**config.mk**
```make
export PLATFORM = sky130hd
export DESIGN_NAME = pcu_regs
export DESIGN_NICKNAME = d
export VERILOG_FILES = /design/src/pcu_regs_end.sv /design/src/pcu_pkg.sv /design/src/pcu_regs.sv
export SDC_FILE = /design/constraint.sdc
export NUM_CORES = 1
export LEC_CHECK = 0
export ABC_AREA = 1
export ABC_CLOCK_PERIOD_IN_PS = 1750
export BUFFER_PORTS_ARGS = -buffer_cell sky130_fd_sc_hd__buf_4
export CORE_AREA = 2 2 99 101
export CTS_BUF_LIST = sky130_fd_sc_hd__clkbuf_2
export DETAILED_ROUTE_END_ITERATION = 8
export DIE_AREA = 0 0 101 103
export GPL_ROUTABILITY_DRIVEN = 0
export PLACE_DENSITY = 0.81
export SKIP_LAST_GASP = 1
export SLEW_MARGIN = 25
export SYNTH_ARGS = -nofsm -noshare
export SYNTH_HDL_FRONTEND = slang
export SYNTH_SLANG_ARGS = --single-unit
```
**constraint.sdc**
```tcl
create_clock -name sys_clk -period 1.75 [get_ports sys_clk]
set_input_delay 0.2625 -clock sys_clk [delete_from_list [all_inputs] [get_ports sys_clk]]
set_output_delay 0.2625 -clock sys_clk [all_outputs]
set_load 0.02 [all_outputs]
```
**src/pcu_regs_end.sv**
```systemverilog
// Intentionally no logic; all design lives in pcu_regs.
`timescale 1ns/10ps
`default_nettype none
`default_nettype wire

```
**src/pcu_pkg.sv**
```systemverilog
// Package for the PCI-side configuration capture and internal bus reset.
// Assumes a single 40 MHz system clock shared by both register ports.
package pcu_pkg;

    // ------------------------------------------------------------------
    // Register offsets
    // ------------------------------------------------------------------
    localparam logic [7:0]  OFS_COMMAND      = 8'h04;
    localparam logic [7:0]  OFS_CTRL_STATUS  = 8'h84;
    localparam logic [7:0]  OFS_PCIX_STATUS  = 8'he4;

    // ------------------------------------------------------------------
    // Field positions and reset values
    // ------------------------------------------------------------------
    localparam int          CMD_MEM_EN_BIT   = 1;
    localparam int          CMD_MASTER_BIT   = 2;
    localparam logic [15:0] CMD_RESET        = 16'h0000;
    localparam int          CSR_IB_RESET_BIT = 5;
    localparam int          CSR_IBQ_BUSY_BIT = 14;
    localparam int          CSR_OBQ_BUSY_BIT = 15;
    localparam int          PXS_DEV_LSB      = 3;
    localparam int          PXS_DEV_MSB      = 7;
    localparam int          PXS_BUS_LSB      = 8;
    localparam int          PXS_BUS_MSB      = 15;
    localparam int          CFG_AD_DEV_LSB   = 11;
    localparam int          CFG_AD_DEV_MSB   = 15;
    localparam logic [4:0]  PXS_DEV_RESET    = 5'h1f;
    localparam logic [4:0]  PXS_DEV_PCI      = 5'h00;
    localparam logic [7:0]  PXS_BUS_RESET    = 8'hff;

    // ------------------------------------------------------------------
    // Timing
    // ------------------------------------------------------------------
    localparam int          RESET_SETTLE_PCI_CLOCKS = 40;
    localparam int          PCI_CLOCKS_PER_CYCLE    = 1;
    localparam int          RESET_HOLD_CYCLES =
        RESET_SETTLE_PCI_CLOCKS * PCI_CLOCKS_PER_CYCLE;

    // ------------------------------------------------------------------
    // Carriers
    // ------------------------------------------------------------------
    typedef struct packed {
        logic [7:0]  addr;
        logic        wr;
        logic        rd;
        logic [31:0] wdata;
    } pcu_req_type;

    typedef struct packed {
        logic        write;
        logic [31:0] ad;
        logic        attr_valid;
        logic [7:0]  attr_bus;
    } pcu_cfg_type;

endpackage : pcu_pkg

```
**src/pcu_regs.sv**
```systemverilog
// Configuration capture and internal bus reset register bank.
// Assumes both register ports and the configuration snoop are synchronous
// to sys_clk; read data returns one cycle after the read strobe.
`timescale 1ns/10ps
`default_nettype none

// Functional notes
// - PCI-X capture status has meaning only in PCI-X mode; flagged valid.
// - Device field updates on every config write seen outside internal bus reset; bus field only on PCI-X attribute phases.
// - Config writes capture AD[15:11] as device number in PCI-X mode only.
// - Device number resets to ones; conventional PCI config writes zero it.
// - Bus number loads only from an attribute phase; PCI leaves it.
// - Internal bus reset bit resets bus, registers and config header.
// - Reset bit is readable and writable from both sides.
module pcu_regs #(
    parameter int HOLD_CYCLES = pcu_pkg::RESET_HOLD_CYCLES
) (
    // Clock and reset
    input  wire logic               sys_clk,
    input  wire logic               nrst,
    // Bus mode and configuration snoop
    input  wire logic               pcix_mode,
    input  wire pcu_pkg::pcu_cfg_type cfg,
    // Internal bus register port
    input  wire pcu_pkg::pcu_req_type ib_req,
    output logic [31:0]             ib_rdata,
    output logic                    ib_rvalid,
    // PCI bus register port
    input  wire pcu_pkg::pcu_req_type pci_req,
    output logic [31:0]             pci_rdata,
    output logic                    pci_rvalid,
    // Read queue occupancy
    input  wire logic               obq_pending,
    input  wire logic               ibq_pending,
    // Status and control outputs
    output logic                    pcix_status_valid,
    output logic                    internal_bus_reset,
    output logic                    bus_master_enable,
    output logic                    memory_enable
);

    // Elaboration check: hold counter is 16 bits wide
    if (HOLD_CYCLES < 1 || HOLD_CYCLES > 65535) begin : g_hold_check
        $error("HOLD_CYCLES out of range");
    end

    // ------------------------------------------------------------------
    // State
    // ------------------------------------------------------------------
    logic [15:0] command_reg;
    logic [4:0]  dev_num_reg;
    logic [7:0]  bus_num_reg;
    logic        ib_reset_reg;
    logic [15:0] hold_cnt_reg;
    logic        obq_busy_reg;
    logic        ibq_busy_reg;
    logic        hold_done;
    logic        ib_reset_wr;
    logic        ib_reset_wval;

    typedef enum logic [0:0] {
        PCU_IDLE_TYPE = 1'b0,
        PCU_HOLD_TYPE = 1'b1
    } pcu_state_type;
    pcu_state_type state_reg;

    function automatic logic is_wr(input pcu_pkg::pcu_req_type r,
                                   input logic [7:0] ofs);
        is_wr = r.wr && (r.addr == ofs);
    endfunction : is_wr

    function automatic logic [31:0] read_word(input logic [7:0] a,
                                              input logic [15:0] cmd,
                                              input logic rst_bit,
                                              input logic obq,
                                              input logic ibq,
                                              input logic [4:0] dev,
                                              input logic [7:0] bus);
        logic [31:0] w;
        w = 32'h0000_0000;
        case (a)
            pcu_pkg::OFS_COMMAND: begin
                w[15:0] = cmd;
            end
            pcu_pkg::OFS_CTRL_STATUS: begin
                w[pcu_pkg::CSR_IB_RESET_BIT] = rst_bit;
                w[pcu_pkg::CSR_OBQ_BUSY_BIT] = obq;
                w[pcu_pkg::CSR_IBQ_BUSY_BIT] = ibq;
            end
            pcu_pkg::OFS_PCIX_STATUS: begin
                w[pcu_pkg::PXS_DEV_MSB:pcu_pkg::PXS_DEV_LSB] = dev;
                w[pcu_pkg::PXS_BUS_MSB:pcu_pkg::PXS_BUS_LSB] = bus;
            end
            default: begin
                w = 32'h0000_0000;
            end
        endcase
        read_word = w;
    endfunction : read_word

    // ------------------------------------------------------------------
    // Reset bit writes from either side; any side may set it
    // ------------------------------------------------------------------
    always_comb begin
        ib_reset_wr   = 1'b0;
        ib_reset_wval = 1'b0;
        if (is_wr(ib_req, pcu_pkg::OFS_CTRL_STATUS)) begin
            ib_reset_wr   = 1'b1;
            ib_reset_wval = ib_req.wdata[pcu_pkg::CSR_IB_RESET_BIT];
        end
        if (is_wr(pci_req, pcu_pkg::OFS_CTRL_STATUS)) begin
            ib_reset_wr   = 1'b1;
            ib_reset_wval = ib_reset_wval |
                            pci_req.wdata[pcu_pkg::CSR_IB_RESET_BIT];
        end
    end

    assign hold_done = (hold_cnt_reg == 16'(HOLD_CYCLES - 1));

    // ------------------------------------------------------------------
    // Internal bus reset sequencer
    // ------------------------------------------------------------------
    always_ff @(posedge sys_clk or negedge nrst) begin
        if (!nrst) begin
            state_reg    <= PCU_IDLE_TYPE;
            ib_reset_reg <= 1'b0;
            hold_cnt_reg <= 16'h0000;
        end else begin
            case (state_reg)
                PCU_IDLE_TYPE: begin
                    hold_cnt_reg <= 16'h0000;
                    if (ib_reset_wr && ib_reset_wval) begin
                        state_reg    <= PCU_HOLD_TYPE;
                        ib_reset_reg <= 1'b1;
                    end
                end
                PCU_HOLD_TYPE: begin
                    hold_cnt_reg <= hold_cnt_reg + 16'h0001;
                    if (hold_done) begin
                        state_reg    <= PCU_IDLE_TYPE;
                        ib_reset_reg <= 1'b0;
                    end
                end
                default: begin
                    state_reg    <= PCU_IDLE_TYPE;
                    ib_reset_reg <= 1'b0;
                end
            endcase
        end
    end

    // ------------------------------------------------------------------
    // Command register
    // ------------------------------------------------------------------
    always_ff @(posedge sys_clk or negedge nrst) begin
        if (!nrst) begin
            command_reg <= pcu_pkg::CMD_RESET;
        end else if (ib_reset_reg) begin
            command_reg <= pcu_pkg::CMD_RESET;
        end else if (is_wr(pci_req, pcu_pkg::OFS_COMMAND)) begin
            command_reg <= pci_req.wdata[15:0];
        end else if (is_wr(ib_req, pcu_pkg::OFS_COMMAND)) begin
            command_reg <= ib_req.wdata[15:0];
        end
    end

    // ------------------------------------------------------------------
    // Configuration write capture
    // ------------------------------------------------------------------
    always_ff @(posedge sys_clk or negedge nrst) begin
        if (!nrst) begin
            dev_num_reg <= pcu_pkg::PXS_DEV_RESET;
        end else if (ib_reset_reg) begin
            dev_num_reg <= pcu_pkg::PXS_DEV_RESET;
        end else if (cfg.write) begin
            if (pcix_mode) begin
                dev_num_reg <= cfg.ad[pcu_pkg::CFG_AD_DEV_MSB:
                                      pcu_pkg::CFG_AD_DEV_LSB];
            end else begin
                dev_num_reg <= pcu_pkg::PXS_DEV_PCI;
            end
        end
    end

    always_ff @(posedge sys_clk or negedge nrst) begin
        if (!nrst) begin
            bus_num_reg <= pcu_pkg::PXS_BUS_RESET;
        end else if (ib_reset_reg) begin
            bus_num_reg <= pcu_pkg::PXS_BUS_RESET;
        end else if (cfg.write && cfg.attr_valid && pcix_mode) begin
            bus_num_reg <= cfg.attr_bus;
        end
    end

    // ------------------------------------------------------------------
    // Read queue busy tracking
    // ------------------------------------------------------------------
    always_ff @(posedge sys_clk or negedge nrst) begin
        if (!nrst) begin
            obq_busy_reg <= 1'b0;
            ibq_busy_reg <= 1'b0;
        end else begin
            obq_busy_reg <= obq_pending;
            ibq_busy_reg <= ibq_pending;
        end
    end

    // ------------------------------------------------------------------
    // Read ports
    // ------------------------------------------------------------------
    always_ff @(posedge sys_clk or negedge nrst) begin
        if (!nrst) begin
            ib_rdata   <= 32'h0000_0000;
            ib_rvalid  <= 1'b0;
            pci_rdata  <= 32'h0000_0000;
            pci_rvalid <= 1'b0;
        end else begin
            ib_rvalid  <= ib_req.rd;
            pci_rvalid <= pci_req.rd;
            if (ib_req.rd) begin
                ib_rdata <= read_word(ib_req.addr, command_reg,
                                      ib_reset_reg, obq_busy_reg,
                                      ibq_busy_reg, dev_num_reg,
                                      bus_num_reg);
            end
            if (pci_req.rd) begin
                pci_rdata <= read_word(pci_req.addr, command_reg,
                                       ib_reset_reg, obq_busy_reg,
                                       ibq_busy_reg, dev_num_reg,
                                       bus_num_reg);
            end
        end
    end

    assign pcix_status_valid  = pcix_mode;
    assign internal_bus_reset = ib_reset_reg;
    assign bus_master_enable  = command_reg[pcu_pkg::CMD_MASTER_BIT];
    assign memory_enable      = command_reg[pcu_pkg::CMD_MEM_EN_BIT];

endmodule : pcu_regs

`default_nettype wire

```
==> reports/results.md <==
- **clock transition time at the flip-flop clock pins of the worst setup and hold paths** 0.24 ns
- **layout cell share with drive strength beyond 1** 0.251
- **HPWL Detailed** 8860 um
- **class of the most critical hold timing path** in2reg
- **unrepaired setup endpoints after global routing** no
- **Int Pwr** 2520 uW
- **number of placement rows** 36
- **area of the mapped netlist** 4480 um^2
- **Placement Cell Area** 5300 um^2
- **outcome** finished clean
- **setup TNS after final layout** 0 ns
- **worst endpoint data arrival time** 2.17 ns
- **leading cell type by number of instances after synthesis** nand2_1
- **critical path capture point type** register
- **number of buffers added for setup after CTS** 0
- **Avg Inst Size Synth** 7.88 um^2
- **pre-CTS setup slack** 0.146 ns
- **worst vdd rail ir drop** 0.410 mV
- **Layout Nets** 823
- **effective utilization at floorplan** 0.473
- **clock net sink count** 83
- **Critical Path Start Type** register
- **height of the die** 103 um
- **final non-filler cell area** 5600 um^2
- **setup violation total in the final timing report** 0
- **Resized cells post-CTS** 0
- **crit path time final** 1.68 ns
- **horizontal die dimension** 101 um
- **total of max-cap violations** 0
- **layout-stage area growth over the synthesis result** 25.1%
- **switching fraction of total power** 0.290
- **worst reg2reg setup slack** 0.07 ns
- **combinational share of power** 0.160
- **number of placed instances with taps included** 775
- **Via density** 5.34
- **number of vias in the routed layout** 4324
- **Yosys warnings** 0
- **largest clock skew in the final design** 0.0360 ns
- **PwrDens** 635 nW/um^2
- **Total GRT Usage** 0.237
- **wire length of the first global-routing pass** 19200 um
- **Flop pwr share** 0.560
- **clock group share of total power** 0.280
- **minimum setup slack in the final design** 0.0653 ns
- **DRC violations left** 0
- **global route overflow** 0
- **antenna violations before repair** 0
- **number of distinct library cells after synthesis** 29
- **Pre-Repair DR Iteration Count** 5
- **max-slew violations** 0
- **total wirelength of the detailed-routed design** 12100 um
- **Hold Violations, Final** 0
- **transition time at the pin with the least slew margin** 0.508 ns
- **headroom to the max-slew limit** 0.661
- **top cell types by occurrence after synthesis** 149 x nand2_1, 84 x nand3_1, 70 x dfrtp_1
- **CTS buffer count** 9
- **H-tree lvl count** 3
- **async set or reset register ratio after synthesis** 1.00
- **final standard cell count with taps included and fillers excluded** 810
- **maximum number of pins on one net before global-route repair** 35
- **Synth area leader** dfrtp_1
- **# fillers** 814
- **main area contributors after synthesis** dfrtp_1 39%, nand2_1 12%, nand3_1 9.4%
- **Worst-Skew Late Latency** 0.52 ns
- **via count of the first global-routing pass** 4058
- **top-level I/O count** 201
- **number of flops mapped to enable cells by yosys** 0
- **Main synth FF type** dfrtp_1
- **number of buffers inserted by port buffering** 109
- **period utilisation layout** 0.963
- **WS Path Type** reg2reg
- **number of buffers between clock root and the deepest sink** 2
- **cell leakage power** 0.00282 uW
- **post-route ant nets** 0
- **required time reported for the critical path endpoint** 2.23 ns
- **number of antenna repair diodes** 0
- **core outline area** 9460 um^2
- **sw power** 1030 uW
- **CTS tree** done
- **highest clock rate** 0.594 GHz
- **Die ar.** 10400 um^2
- **Crit Path Max Fanout** 13
- **Post-Synthesis Cells** 568
- **post-synthesis sequential area ratio** 0.467
- **DR WL/cell** 14.9 um
- **number of storage elements in the synthesis netlist** 83
- **Root Buffer** clkbuf_2
- **share of the synthesized area in the top cell type** 0.391
- **number of design-rule violations left by the first detailed-router iteration** 248
-- area by class of cell --
| type | instances | area [um^2] | share of cell area |
|---|---|---|---|
| Multi-Input combinational cell | 417 | 1970 | 0.352 |
| Clock inverter | 7 | 68.8 | 0.0123 |
| Sequential cell | 83 | 2090 | 0.374 |
| Clock buffer | 9 | 45.0 | 0.00804 |
| Tap cell | 114 | 143 | 0.0255 |
| Inverter | 38 | 143 | 0.0255 |
| Timing Repair Buffer | 142 | 1140 | 0.203 |
-- final timing paths --
path	startpoint	to	cells past startpoint
max in group asynchronous	nrst	hold_cnt_reg[9]	3
max	internal_bus_reset	dev_num_reg[1]	4
min	ib_req[0]	command_reg[0]	5
min in group asynchronous	nrst	pci_rdata[5]	2
min reg2reg	hold_cnt_reg[0]	hold_cnt_reg[0]	1
max reg2reg	internal_bus_reset	dev_num_reg[1]	4
-- critical path, cell delays in order, from the launching register on --
cell	delay [ns]
dfrtp_1	0.43
inv_1	0.29
buf_4	0.26
o211ai_1	0.11
dlygate4sd3_1	0.57
-- metrics by stage --
stage                     hold WS [ns]  total power [uW]  utilization
after floorplan                -0.0331              2330            -
after global placement           0.223              2540        0.560
after detailed placement         0.236              2560        0.560
after CTS                     0.000297              3570        0.592
after global routing           0.00954              3700        0.592
final                           0.0355              3560        0.592
-- what timing repair did --
item                                    in CTS  in global routing
endpoints found under the setup margin       0                  0
hold buffers                                19                  0
hold endpoints to repair                    51                  0
-- routing by layer --
layer / vias to the layer above / wire length (um) / part of all wire / global-route usage
met3: 27 / 1030 / 0.085 / 0.0461
met2: 220 / 5960 / 0.49 / 0.397
met1: 2025 / 4750 / 0.39 / 0.303
li1: 2052 / - / - / -
met5: - / 0 / 0 / 0
met4: 0 / 316 / 0.026 / 0.0967
-- logic make-up after synthesis --
| kind of cell | Yosys count | synth area share |
|---|---|---|
| other | 1 | 0.000837 |
| XOR/XNOR | 1 | 0.00196 |
| flip-flops | 83 | 0.467 |
| adder cells (fa/ha/maj) | 1 | 0.00279 |
| AO/OA/AOI/OAI | 64 | 0.0802 |
| buffers and inverters | 99 | 0.118 |
| AND/OR/NAND/NOR | 319 | 0.329 |
-- cells in the final DEF (no fill, tap or decap), types with 8 or more instances in the layout --
cell           count
dfrtp_1           70
dfstp_2           13
nand3_1           84
nand4_1           21
nor3_1             9
clkbuf_2           9
conb_1            32
a21oi_1           26
inv_1             30
buf_4            121
inv_2              8
o21ai_0           19
nor2_1            41
nand2_1          149
a31oi_1           12
dlygate4sd3_1     19
-- power groups by stage --
stage | combinational (uW) | clock, uW | sequential [uW]
after floorplan | 266 | 0 | 2060
after global placement | 519 | 0 | 2020
after detailed placement | 532 | 0 | 2020
after CTS | 566 | 1010 | 1990
after global routing | 621 | 1080 | 2000
final | 568 | 997 | 1990
(Power assumes the default switching activity.)
